==> src/nested_irq_regs.vh <==
// Offsets, field layouts, reset values and fixed maps of the priority block
`ifndef NESTED_IRQ_REGS_VH
`define NESTED_IRQ_REGS_VH

// Register indices; the byte address is four times the index
`define IDX_PRIO_0 8'h1c
`define IDX_PRIO_1 8'h1d
`define IDX_PRIO_2 8'h1e
`define IDX_PRIO_3 8'h1f
`define IDX_STATUS 8'h20

// Priority register reset value and fixed-one upper bits of register 3
`define PRIO_RESET 8'hff
`define PRIO3_FIXED_MASK 8'hf0

// Level encodings (high bit, low bit)
`define LVL_MAIN 2'b10
`define LVL_ONE 2'b01
`define LVL_TWO 2'b00
`define LVL_DISABLE 2'b11

// Vector numbering
`define NUM_VEC 14
`define VEC_ID_TRAP 4'he
`define VEC_ID_RESET 4'hf

// Slots that carry a source, and sources able to leave halt
`define SRC_PRESENT 14'h0cfb
`define SRC_WAKE 14'h002b

// Fixed vector addresses
`define ADDR_RESET 16'hfffe
`define ADDR_TRAP 16'hfffc
`define ADDR_VEC0 16'hfffa

// Status register fields
`define ST_RESET_PEND 0
`define ST_TRAP_PEND 1
`define ST_HALTED 2
`define ST_CAND_VALID 3
`define ST_CAND_ID_LSB 4
`define ST_IN_SERVICE 8
`define ST_ACTIVE_LSB 12

`endif

==> src/nested_irq_priority_control.v <==
// Software priority arbiter and register slave of a nested interrupt unit
`timescale 1ns/1ps
`include "nested_irq_regs.vh"

// Overview of operation
// - Four 8-bit priority registers at indices 1Ch to 1Fh hold pairs.
// - All priority registers reset to all ones, highest level.
// - Upper nibble of the fourth register reads one, ignores writes.
// - Vector x pair sits in register x/4, bits 2*(x mod 4)+1:+0.
// - Stored pairs use the condition-code level encoding.
// - Writing a pair as lowest level leaves that pair unchanged.
// - Reset and trap load the highest level when serviced.
// - Raised level on a pending serviced vector re-enters it.
// - Vector addresses fixed: reset FFFEh, trap FFFCh, n at FFFAh-2n.
// - Fixed order: reset, trap, then vector 0 down to vector 13.
// - Only reset, ports, serial peripheral and time base leave halt.
// - Slots 2, 8, 9, 12, 13 have no source but keep pairs.
// - Levels: 10 main, 01 one, 00 two, 11 disabled.
// - Maskable vector served only if enabled and above current level.
// - Highest software level wins; ties go by fixed order.
// - Entry loads the current level with the served vector's pair.
module nested_irq_priority_control (
	input wire ref_clk,
	input wire rst,
	input wire psel,
	input wire penable,
	input wire pwrite,
	input wire [31:0] paddr,
	input wire [31:0] pwdata,
	output wire pready,
	output wire pslverr,
	output wire [31:0] prdata,
	input wire [13:0] irq_req,
	input wire [13:0] irq_enable,
	input wire trap_req,
	input wire current_level_high_bit,
	input wire current_level_low_bit,
	input wire cpu_halted,
	input wire cpu_boundary,
	input wire return_from_interrupt,
	output reg irq_grant_q,
	output reg [15:0] vector_addr_q,
	output reg [1:0] new_level_q,
	output reg [3:0] grant_id_q,
	output wire halt_wake
);

	// One-hot grant states
	localparam ST_IDLE = 3'b001;
	localparam ST_GRANT = 3'b010;
	localparam ST_WAIT = 3'b100;

	// Order of level encodings, lowest to highest
	function [1:0] level_rank;
		input [1:0] pair;
		begin
			case (pair)
				`LVL_MAIN: level_rank = 2'd0;
				`LVL_ONE: level_rank = 2'd1;
				`LVL_TWO: level_rank = 2'd2;
				default: level_rank = 2'd3;
			endcase
		end
	endfunction

	// Fixed address of maskable vector n
	function [15:0] vec_addr;
		input [3:0] n;
		begin
			vec_addr = `ADDR_VEC0 - {11'h000, n, 1'b0};
		end
	endfunction

	// Register index from an APB byte address
	function [7:0] reg_index;
		input [31:0] addr;
		begin
			reg_index = addr[9:2];
		end
	endfunction

	// Stored pair of vector n
	function [1:0] pair_of;
		input [31:0] flat;
		input [3:0] n;
		begin
			pair_of = flat[2*n+1 -: 2];
		end
	endfunction

	// One bit of a per-vector mask
	function bit_of;
		input [13:0] mask;
		input [3:0] n;
		begin
			bit_of = mask[n];
		end
	endfunction

	wire [31:0] prio_flat;
	wire [7:0] prio_rd;
	wire [7:0] idx;
	wire hit_prio;
	wire hit_status;
	wire mapped;
	wire setup;
	wire access;
	wire [1:0] cur_level;

	reg [2:0] state_q;
	reg [2:0] state_d;
	reg reset_pend_q;
	reg in_service_q;
	reg [3:0] active_q;
	reg [1:0] active_level_q;
	reg [31:0] rdata_q;
	reg rd_is_status_q;
	reg rd_err_q;

	reg cand_valid;
	reg [3:0] cand_id;
	reg [1:0] cand_level;
	reg [15:0] cand_addr;
	reg [1:0] best_rank;
	reg found;
	reg [13:0] eligible;
	reg [1:0] pair;
	reg [1:0] pair_e;
	integer v;
	integer w;

	assign cur_level = {current_level_high_bit, current_level_low_bit};

	// APB decode
	assign idx = reg_index(paddr);
	assign hit_prio = (paddr[1:0] == 2'b00) && (paddr[31:10] == 22'h000000) &&
		(idx >= `IDX_PRIO_0) && (idx <= `IDX_PRIO_3);
	assign hit_status = (paddr[1:0] == 2'b00) &&
		(paddr[31:10] == 22'h000000) && (idx == `IDX_STATUS);
	assign mapped = hit_prio || (hit_status && !pwrite);
	assign setup = psel && !penable;
	assign access = psel && penable;
	assign pready = 1'b1;
	assign pslverr = access && rd_err_q;
	assign prdata = rdata_q;

	// Priority register file
	irq_priority_regs u_regs (
		.ref_clk(ref_clk),
		.rst(rst),
		.wr_en(access && pwrite && hit_prio),
		.wr_sel(idx[1:0]),
		.wr_data(pwdata[7:0]),
		.rd_en(setup && !pwrite && hit_prio),
		.rd_sel(idx[1:0]),
		.rd_data_q(prio_rd),
		.prio_flat(prio_flat)
	);

	// Eligibility of each maskable vector
	always @* begin
		eligible = 14'h0000;
		pair_e = 2'b00;
		for (w = 0; w < `NUM_VEC; w = w + 1) begin
			pair_e = pair_of(prio_flat, w[3:0]);
			// Pair compared in the condition-code encoding
			if (irq_req[w] && irq_enable[w] && bit_of(`SRC_PRESENT, w[3:0]) &&
				level_rank(pair_e) > level_rank(cur_level)) begin
				eligible[w] = 1'b1;
			end
			// Halt leaves only the wake-capable sources
			if (cpu_halted && !bit_of(`SRC_WAKE, w[3:0])) begin
				eligible[w] = 1'b0;
			end
			// A raised pair on a still pending active vector re-enters it
			// because it now beats the running level
		end
	end

	// Pick highest level, lowest index on ties
	always @* begin
		found = 1'b0;
		best_rank = 2'd0;
		cand_id = 4'h0;
		pair = 2'b00;
		for (v = `NUM_VEC - 1; v >= 0; v = v - 1) begin
			pair = pair_of(prio_flat, v[3:0]);
			if (eligible[v] && (!found || level_rank(pair) >= best_rank)) begin
				found = 1'b1;
				best_rank = level_rank(pair);
				cand_id = v[3:0];
			end
		end
		cand_valid = found;
		cand_level = pair_of(prio_flat, cand_id);
		cand_addr = vec_addr(cand_id);
		if (trap_req && !cpu_halted) begin
			cand_valid = 1'b1;
			cand_id = `VEC_ID_TRAP;
			cand_level = `LVL_DISABLE;
			cand_addr = `ADDR_TRAP;
		end
		if (reset_pend_q) begin
			cand_valid = 1'b1;
			cand_id = `VEC_ID_RESET;
			cand_level = `LVL_DISABLE;
			cand_addr = `ADDR_RESET;
		end
	end

	// Wake request while halted
	assign halt_wake = cpu_halted && (reset_pend_q || (|eligible));

	// Grant sequencing
	always @* begin
		state_d = state_q;
		case (state_q)
			ST_IDLE: begin
				if (cpu_boundary && cand_valid && !cpu_halted) begin
					state_d = ST_GRANT;
				end
			end
			ST_GRANT: begin
				state_d = ST_WAIT;
			end
			ST_WAIT: begin
				if (!cpu_boundary) begin
					state_d = ST_IDLE;
				end
			end
			default: begin
				state_d = ST_IDLE;
			end
		endcase
	end

	// Grant pulse lasts one cycle; vector, level and id outputs held until the next grant
	always @(posedge ref_clk or posedge rst) begin
		if (rst) begin
			state_q <= ST_IDLE;
			irq_grant_q <= 1'b0;
			vector_addr_q <= 16'h0000;
			new_level_q <= 2'b11;
			grant_id_q <= 4'h0;
			reset_pend_q <= 1'b1;
			in_service_q <= 1'b0;
			active_q <= 4'h0;
			active_level_q <= 2'b11;
		end else begin
			state_q <= state_d;
			irq_grant_q <= 1'b0;
			if (state_q == ST_IDLE && state_d == ST_GRANT) begin
				irq_grant_q <= 1'b1;
				vector_addr_q <= cand_addr;
				new_level_q <= cand_level;
				grant_id_q <= cand_id;
				active_q <= cand_id;
				active_level_q <= cand_level;
				in_service_q <= 1'b1;
				if (cand_id == `VEC_ID_RESET) begin
					reset_pend_q <= 1'b0;
				end
			end else if (return_from_interrupt) begin
				in_service_q <= 1'b0;
			end
		end
	end

	// Read select and error flag captured in the setup phase; status data stays live
	always @(posedge ref_clk or posedge rst) begin
		if (rst) begin
			rd_is_status_q <= 1'b0;
			rd_err_q <= 1'b0;
		end else if (setup) begin
			rd_is_status_q <= hit_status;
			rd_err_q <= !mapped;
		end
	end

	// Read data view: status or the captured priority byte
	always @* begin
		rdata_q = 32'h00000000;
		if (rd_is_status_q) begin
			rdata_q[`ST_RESET_PEND] = reset_pend_q;
			rdata_q[`ST_TRAP_PEND] = trap_req;
			rdata_q[`ST_HALTED] = cpu_halted;
			rdata_q[`ST_CAND_VALID] = cand_valid;
			rdata_q[`ST_CAND_ID_LSB +: 4] = cand_id;
			rdata_q[`ST_IN_SERVICE] = in_service_q;
			rdata_q[`ST_IN_SERVICE + 1 +: 2] = active_level_q;
			rdata_q[`ST_ACTIVE_LSB +: 4] = active_q;
		end else if (!rd_err_q) begin
			rdata_q[7:0] = prio_rd;
		end
	end

endmodule // nested_irq_priority_control

==> src/irq_priority_regs.v <==
// Four priority registers with protected lowest-level writes
`timescale 1ns/1ps
`include "nested_irq_regs.vh"

module irq_priority_regs (
	input wire ref_clk,
	input wire rst,
	input wire wr_en,
	input wire [1:0] wr_sel,
	input wire [7:0] wr_data,
	input wire rd_en,
	input wire [1:0] rd_sel,
	output reg [7:0] rd_data_q,
	output wire [31:0] prio_flat
);

	reg [7:0] prio_q [0:3];
	reg [7:0] merged;
	integer i;

	// A pair written as the lowest level keeps its old value
	always @* begin
		merged = prio_q[wr_sel];
		for (i = 0; i < 4; i = i + 1) begin
			if (wr_data[2*i+1 -: 2] != `LVL_MAIN) begin
				merged[2*i+1 -: 2] = wr_data[2*i+1 -: 2];
			end
		end
		if (wr_sel == 2'd3) begin
			merged = merged | `PRIO3_FIXED_MASK;
		end
	end

	always @(posedge ref_clk or posedge rst) begin
		if (rst) begin
			prio_q[0] <= `PRIO_RESET;
			prio_q[1] <= `PRIO_RESET;
			prio_q[2] <= `PRIO_RESET;
			prio_q[3] <= `PRIO_RESET;
			rd_data_q <= 8'h00;
		end else begin
			if (wr_en) begin
				prio_q[wr_sel] <= merged;
			end
			if (rd_en) begin
				rd_data_q <= prio_q[rd_sel] |
					((rd_sel == 2'd3) ? `PRIO3_FIXED_MASK : 8'h00);
			end
		end
	end

	assign prio_flat = {prio_q[3], prio_q[2], prio_q[1], prio_q[0]};

endmodule // irq_priority_regs

==> config.mk <==
export PLATFORM = sky130hd
export DESIGN_NAME = nested_irq_priority_control
export DESIGN_NICKNAME = d
export VERILOG_FILES = /design/src/nested_irq_priority_control.v /design/src/irq_priority_regs.v
export VERILOG_INCLUDE_DIRS = /design/src
export SDC_FILE = /design/constraint.sdc
export NUM_CORES = 1
export LEC_CHECK = 0
export BUFFER_PORTS_ARGS = -buffer_cell sky130_fd_sc_hd__buf_2
export CAP_MARGIN = 15
export CELL_PAD_IN_SITES_DETAIL_PLACEMENT = 1
export CELL_PAD_IN_SITES_GLOBAL_PLACEMENT = 1
export CORE_MARGIN = 4
export CORE_UTILIZATION = 35
export CTS_BUF_LIST = sky130_fd_sc_hd__clkbuf_4 sky130_fd_sc_hd__clkbuf_8
export CTS_CLUSTER_DIAMETER = 60
export DETAILED_ROUTE_END_ITERATION = 6
export PLACE_DENSITY_LB_ADDON = 0.1
export SLEW_MARGIN = 20
export SYNTH_ARGS = -nofsm -noshare
export SYNTH_HDL_FRONTEND = slang
export SYNTH_SLANG_ARGS = --single-unit
export TNS_END_PERCENT = 1
==> constraint.sdc <==
create_clock -name ref_clk -period 15.9 [get_ports ref_clk]
set_input_delay 2.385 -clock ref_clk [delete_from_list [all_inputs] [get_ports ref_clk]]
set_output_delay 2.385 -clock ref_clk [all_outputs]
set_load 0.1 [all_outputs]
After elaboration in Yosys (flattened, before gate mapping)
Index checks and enable logic that the tools add are counted.

Bitwise logic cells: 2. Add/sub/neg operators: 2. Shift operators: 1. Equal/unequal tests: 31. $lt $le $gt $ge: 21. Mux-type cells: 80. Reduce and logical (&&, ||, !) cells: 81.

Operator list (number): case mux 2 bit (3 select lines) (10); 2-to-1 mux 8 bit (7); 2-to-1 mux 4 bit (12); logical AND 1 bit (44); indexed part select 33 x 7 -> 2 bit (1); bitwise mux 32 bit (1); 2-to-1 mux 16 bit (2); 2-to-1 mux 1 bit (28); 2-to-1 mux 2 bit (14); equality test 2 bit (second input constant) (11); logical NOT 2 bit (11); logical NOT 22 bit (1); equality test 2 x 1 -> 1 bit (second input constant) (10); > comparator 2 bit (9); binary-select mux 8 bit (select 2 bit) (1); demux 8 bit (select 2 bit) (1); >= comparator 2 bit (8); logical NOT 1 bit (12); logical OR 1 bit (10); 2-to-1 mux 3 bit (3); case mux 3 bit (3 select lines) (1); OR reduction 9 bit (1); equality test 8 x 6 -> 1 bit (second input constant) (1); >= comparator 8 x 5 -> 1 bit (second input constant) (1); other kinds (14) (18).

Register bits after elaboration: 70. Bits of input ports: 103. Output and inout port bits: 58. Logic and storage cells: 232.

Depth between registers and ports, before layout
Word-level depth: 48. Depth in mapped cells: 66. Gate-level depth less buffers: 65.

Modules after synthesis
Synthesis repeated with hierarchy kept, for this count alone.

Cell total of the unflattened synthesis: 570. Area, all modules: 5086.1 µm².

Modules (own cells, without submodules): nested_irq_priority_control (seq. area each 480.5 µm², area each 3253.1 µm², times used 1, cells an instance 392); irq_priority_regs (seq. area each 1041.0 µm², area each 1833.0 µm², times used 1, cells an instance 178).

Worst setup path after synthesis
OpenSTA, ideal clock, no wires.

Path type: input port to output port. From: input port current_level_high_bit. To: output port prdata[4]. Path buffers: 1. Path slack: -0.640 ns. Required time: 13.515 ns. Arrival: 14.155 ns. Stages: 62. Path through: inv_1 -> ha_1 -> inv_1 -> ha_1 -> nor2b_4 -> o2111a_1 -> o21ai_0 -> inv_1 -> ha_1 -> nand2b_1 -> a21oi_1 -> a21oi_1 -> mux2i_1 -> ha_1 -> nand2b_1 -> a21oi_1 -> a21oi_1 -> nand2_1 -> (+26 left out) -> nand2_2 -> o21ai_0 -> o21ai_0 -> ha_1 -> nand2b_1 -> a21oi_1 -> o21ai_0 -> nand2b_1 -> mux2_2 -> ha_1 -> nand2b_1 -> a21oi_1 -> o21bai_1 -> a221oi_2 -> a21o_1 -> buf_8 -> a21oi_1 -> mux2i_1.

Word-level cells in the longest chain between the ends: 42. Elaborated cells between the ends (all ways): 96.

Ends and longest elaborated chain: start, declared (RTL line nested_irq_priority_control.v:36) `input wire current_level_high_bit,`; equality test 2 x 1 -> 1 bit (tied with other cells) (RTL line nested_irq_priority_control.v:57) `case (pair)`; case mux 2 bit (3 select lines) * (RTL line nested_irq_priority_control.v:57); > comparator 2 bit (RTL line nested_irq_priority_control.v:168) `level_rank(pair_e) > level_rank(cur_level)) begin`; logical AND 1 bit (RTL line nested_irq_priority_control.v:167) `` if (irq_req[w] && irq_enable[w] && bit_of(`SRC_PRESENT, w[3:0]) && ``; 2-to-1 mux 1 bit (RTL line nested_irq_priority_control.v:167); 2-to-1 mux 1 bit (RTL line nested_irq_priority_control.v:172) `` if (cpu_halted && !bit_of(`SRC_WAKE, w[3:0])) begin ``; 2-to-1 mux 2 bit / 2-to-1 mux 1 bit (equally long branches) (RTL line nested_irq_priority_control.v:188) `if (eligible[v] && (!found || level_rank(pair) >= best_rank)) begin`; >= comparator 2 bit / logical NOT 1 bit (equally long branches) (RTL line nested_irq_priority_control.v:188); (+26 left out); 2-to-1 mux 2 bit / 2-to-1 mux 1 bit (equally long branches) (RTL line nested_irq_priority_control.v:188); >= comparator 2 bit / logical NOT 1 bit (equally long branches) (RTL line nested_irq_priority_control.v:188); logical OR 1 bit (RTL line nested_irq_priority_control.v:188); logical AND 1 bit (RTL line nested_irq_priority_control.v:188); 2-to-1 mux 4 bit * (RTL line nested_irq_priority_control.v:188); 2-to-1 mux 4 bit * (RTL line nested_irq_priority_control.v:197) `if (trap_req && !cpu_halted) begin`; 2-to-1 mux 4 bit * (RTL line nested_irq_priority_control.v:203) `if (reset_pend_q) begin`; 2-to-1 mux 8 bit * (RTL line nested_irq_priority_control.v:283) `if (rd_is_status_q) begin`; end, declared (RTL line nested_irq_priority_control.v:32) `output wire [31:0] prdata,`.

Mark *: on every way between the ends. The rest lies on a longest branch, timed or not.

Final worst setup path
From: input port current_level_high_bit. To: output port prdata[5].

The elaborated chain is that of the path after synthesis.

==> metrics.md <==
| Metric | Value |
|---|---|
| Setup Viol. Count Final | `0` |
| Comb pwr share | `between 30% and 40%` |
| Total placed instance area | `between 5000 and 6000 µm²` |
| Register-to-register path setup slack | `3.82 ns` |
| Number of antenna violations at the first check in global routing | `0` |
| Worst-path fanout max | `4` |
| Final Slew Violations | `0` |
| Half-perimeter wire length of the detailed placement result | `13,000 µm` |
| CTS Root Buffer Type | `clkbuf_8` |
| Number of distinct library cell variants in the gate-level netlist after synthesis | `73` |
| Ys async rst share | `100%` |
| Area growth from synthesis to final layout | `33.3%` |
| Number of search-and-repair iterations in the first detailed-routing pass | `4` |
| Top library cells by usage in the layout, fill and taps aside | `103 x buf_2, 69 x buf_4, 55 x nand2_1` |
| Design internal power | `slightly above 0.3 mW` |
| Area of the core | `roughly 14,000 µm²` |
| Clock tree from TritonCTS | `done` |
| Post-layout worst setup margin | `0.307 ns` |
| GPL Wtd Cong | `0.829` |
| Critical Path Slowest Stage Cell | `a2111o_1` |
| Share of the clock period used by the worst path after layout | `between 90% and 100%` |
| Top-level port count | `161` |
| Source-to-sink clock delay at the later pin of the worst-skew pair | `about 0.33 ns` |
| Antenna diode count | `0` |
| Combined area of the multi-input logic cells | `~3500 µm²` |
| Routed wire per std cell | `18.1 µm` |
| Endpoint class of the critical path | `output pin` |
| H-tree depth | `3` |
| Startpoint of the worst register-to-register path | `u_regs.prio_flat[23]` |
| Leakage power summed over all cells | `roughly 3.1 nW` |
| Final std cell area, no fill | `6660 µm²` |
| Number of warnings printed during yosys synthesis | `0` |
| Worst hold slack after final layout | `roughly 0.46 ns` |
| Clk pin slew, worst setup/hold paths | `0.06 ns` |
| Congestion Overflow GR | `0` |
| ANT nets after route | `0` |
| Overall die area | `approximately 16,000 µm²` |
| Min-Delay Endpoint | `vector_addr_q[5]` |
| Number of nets in the final layout | `just under 900` |
| Required time worst endpoint | `13.52 ns` |
| Reported net switching power | `between 0.2 and 0.25 mW` |
| Highest signal layer in the routed design | `met4` |
| Synthesized netlist cell count | `roughly 550` |
| Detailed route wirelength on metal2 | `around 8500 µm` |
| CTS Hold Bufs | `0` |
| Number of endpoints with negative hold slack in the final report | `0` |
| Number of global-route vias before repair | `a little over 5,000` |
| Initial Util | `between 30% and 40%` |
| Total Routed Length | `approximately 16,000 µm` |
| Cells on Worst Hold Path | `1` |
| Pre-CTS setup slack | `-0.521 ns` |
| Slew HR | `between 50% and 60%` |
| Setup clock skew after layout | `slightly above 0.007 ns` |
| Cell area after synthesis | `between 4000 and 5000 µm²` |
| Total clock sinks | `58` |
| Share of layout cells above drive strength 1 | `45.1%` |
| Total of fill cells in the finished design | `about 1,700` |
| Global-route wire length before repair | `25,700 µm` |
| Hold crit path type | `flip-flop to flip-flop` |
| Post-synthesis average cell area | `approximately 9.1 µm²` |
| Worst endpoint data arrival time | `~13 ns` |
| Largest stage delay on the critical path | `0.42 ns` |
| Most frequent standard cell in the layout excluding fill and tap cells | `buf_2` |
| Final period demand of the worst path | `~16 ns` |
| Switching part of the total power | `between 40% and 50%` |
| Number of enable-type register cells in the synthesized netlist | `0` |
| Total power per unit cell area | `between 70 and 80 nW/µm²` |
| Proportion of synthesized chip area in sequential cells | `29.9%` |
| Number of design rule violations left after detail routing | `0` |
| Most frequent cell on the critical path | `a21oi_4` |
| Met3 WL | `between 600 and 700 µm` |
| Cell count of the worst reg-to-reg path | `66` |
| Maximum Capacitance Violations | `0` |
| Worst Max-Slew Pin Slew | `about 0.74 ns` |
| Via Count | `between 4,000 and 5,000` |
| Die width | `127 µm` |
| CTS Buffer Depth | `2` |
| Setup TNS | `0 ns` |
| Main synth FF type | `dfstp_2` |
| Critical setup path kind | `input pin to output pin` |
| Number of CTS-inserted buffers | `9` |
| Maximum number of pins on one net before global-route repair | `59` |
| Worst supply voltage drop on vdd | `approximately 0.000044 V` |
| Sort of element at the start of the critical path | `input pin` |
| Violation count after the first detailed-route iteration | `~160` |
| Worst reg2reg path endpoint | `active_level_q[0]` |
| Seq. cell area | `about 1500 µm²` |
| Min-delay src | `vector_addr_q[5]` |
| Part of the total power dissipated in sequential elements | `about 31%` |
| Per-cell via count in the routed design | `around 5.2` |
| Cell total after placement | `a little under 900` |
| Die height | `between 100 and 150 µm` |
| Wire length on met1 | `~7000 µm` |
| Peak clock frequency supported by timing | `~64 MHz` |
| Flip-flop and latch count after synthesis | `a little under 60` |
| Part of the power in the clock network | `just under 30%` |
| Buffers added on ports | `107` |
| Final non-filler cell total | `900` |
| Rows | `43` |
| Overall Global Routing Usage | `about a fifth` |
| Run status | `completed` |
flip-flops by register name (all words and copies together), names as in the netlist:
register          cells
state_q               3
rd_is_status_q        1
active_level_q        2
u_regs.prio_flat     31
vector_addr_q         5
irq_grant_q           1
u_regs.rd_data_q      8
active_q              4
in_service_q          1
rd_err_q              1
reset_pend_q          1
what timing repair did:
action / in CTS / in global routing
pin swaps: 6 / 34
endpoints found under the hold margin: 0 / 0
buffers inserted: 7 / 12
setup endpoints to repair: 4 / 4
resized for setup: 14 / 46
how the worst max path moves through the flow:
| stage | slack [ns] | end | depth (start not counted) | from |
|---|---|---|---|---|
| final | 0.31 | prdata[5] | 66 | current_level_high_bit |
| after global routing | -0.22 | prdata[7] | 65 | current_level_high_bit |
| after CTS | 0.002 | prdata[5] | 67 | current_level_high_bit |
| after detailed placement | -0.52 | prdata[7] | 64 | current_level_high_bit |
| after global placement | -0.23 | prdata[7] | 65 | current_level_high_bit |
| after floorplan | -0.12 | prdata[4] | 62 | current_level_high_bit |
cell usage after synthesis (3+ instances only):
master	instances	area, µm²
nor2_1	34	128
a31oi_1	7	43.8
nand2b_1	24	150
o2111a_1	3	33.8
mux4_2	6	135
nor3_1	6	30.0
a21o_2	3	26.3
dfrtp_1	23	576
dfstp_2	35	920
nand3_1	9	45.0
o21ai_0	40	200
mux2i_1	8	80.1
nor4_1	6	37.5
and3_1	3	18.8
nand2_1	57	214
a211oi_1	4	30.0
inv_1	26	97.6
o21a_1	5	37.5
or2_2	5	31.3
a21o_1	4	30.0
o2111ai_1	7	61.3
a21oi_1	41	205
nand4_1	3	18.8
nor2b_4	3	41.3
buf_4	30	225
a221oi_1	3	26.3
nor2b_1	11	68.8
and2_1	8	50.1
ha_1	54	676
clkbuf_1	10	37.5
o2111ai_2	3	45.0
mux2_2	20	225
worst max-delay path, delay by kind of cell:
kind,cells,cell delay [ns]
simple gates,17,1.98
mux,2,0.58
buf+inv,9,0.89
compound gates,28,4.74
fa+ha+maj,10,2.58
power groups by stage:
| stage | Clock, mW | Combinational, mW | Sequential, mW |
|---|---|---|---|
| after floorplan | 0 | 0.0956 | 0.229 |
| after global placement | 0 | 0.193 | 0.169 |
| after detailed placement | 0 | 0.197 | 0.169 |
| after CTS | 0.163 | 0.200 | 0.167 |
| after global routing | 0.170 | 0.220 | 0.168 |
| final | 0.159 | 0.207 | 0.166 |
layer usage:
metal	vias to the layer above	track usage (%)
li1	2270	-
met1	2328	25.2
met3	8	3.05
met4	0	3.34
met2	80	35.2
met5	-	0
kinds of logic (layout without fill, tap and decap cells):
kind of cell	Yosys count	after routing	share of synthesized area (%)
AO/OA/AOI/OAI	142	142	19.3
adder cells (fa/ha/maj)	54	54	13.5
AND/OR/NAND/NOR	189	189	20.0
buffers and inverters	72	223	8.11
other	2	19	0.150
XOR/XNOR	1	1	0.175
flip-flops	58	58	29.9
multiplexers	34	34	8.81
area by class of cell:
class	instances	area share (%)
Multi-Input combinational cell	439	52.0
Sequential cell	58	22.4
Timing Repair Buffer	178	17.1
Tap cell	180	3.38
Clock buffer	12	2.39
Inverter	29	1.67
Clock inverter	4	1.11
per-stage QoR:
stage                     utilization [%]  power (mW)
final                                47.8       0.532
after global routing                 47.8       0.558
after CTS                            45.4       0.529
after detailed placement             43.0       0.366
after global placement               43.0       0.362
after floorplan                         -       0.325
(Power assumes the default switching activity.)
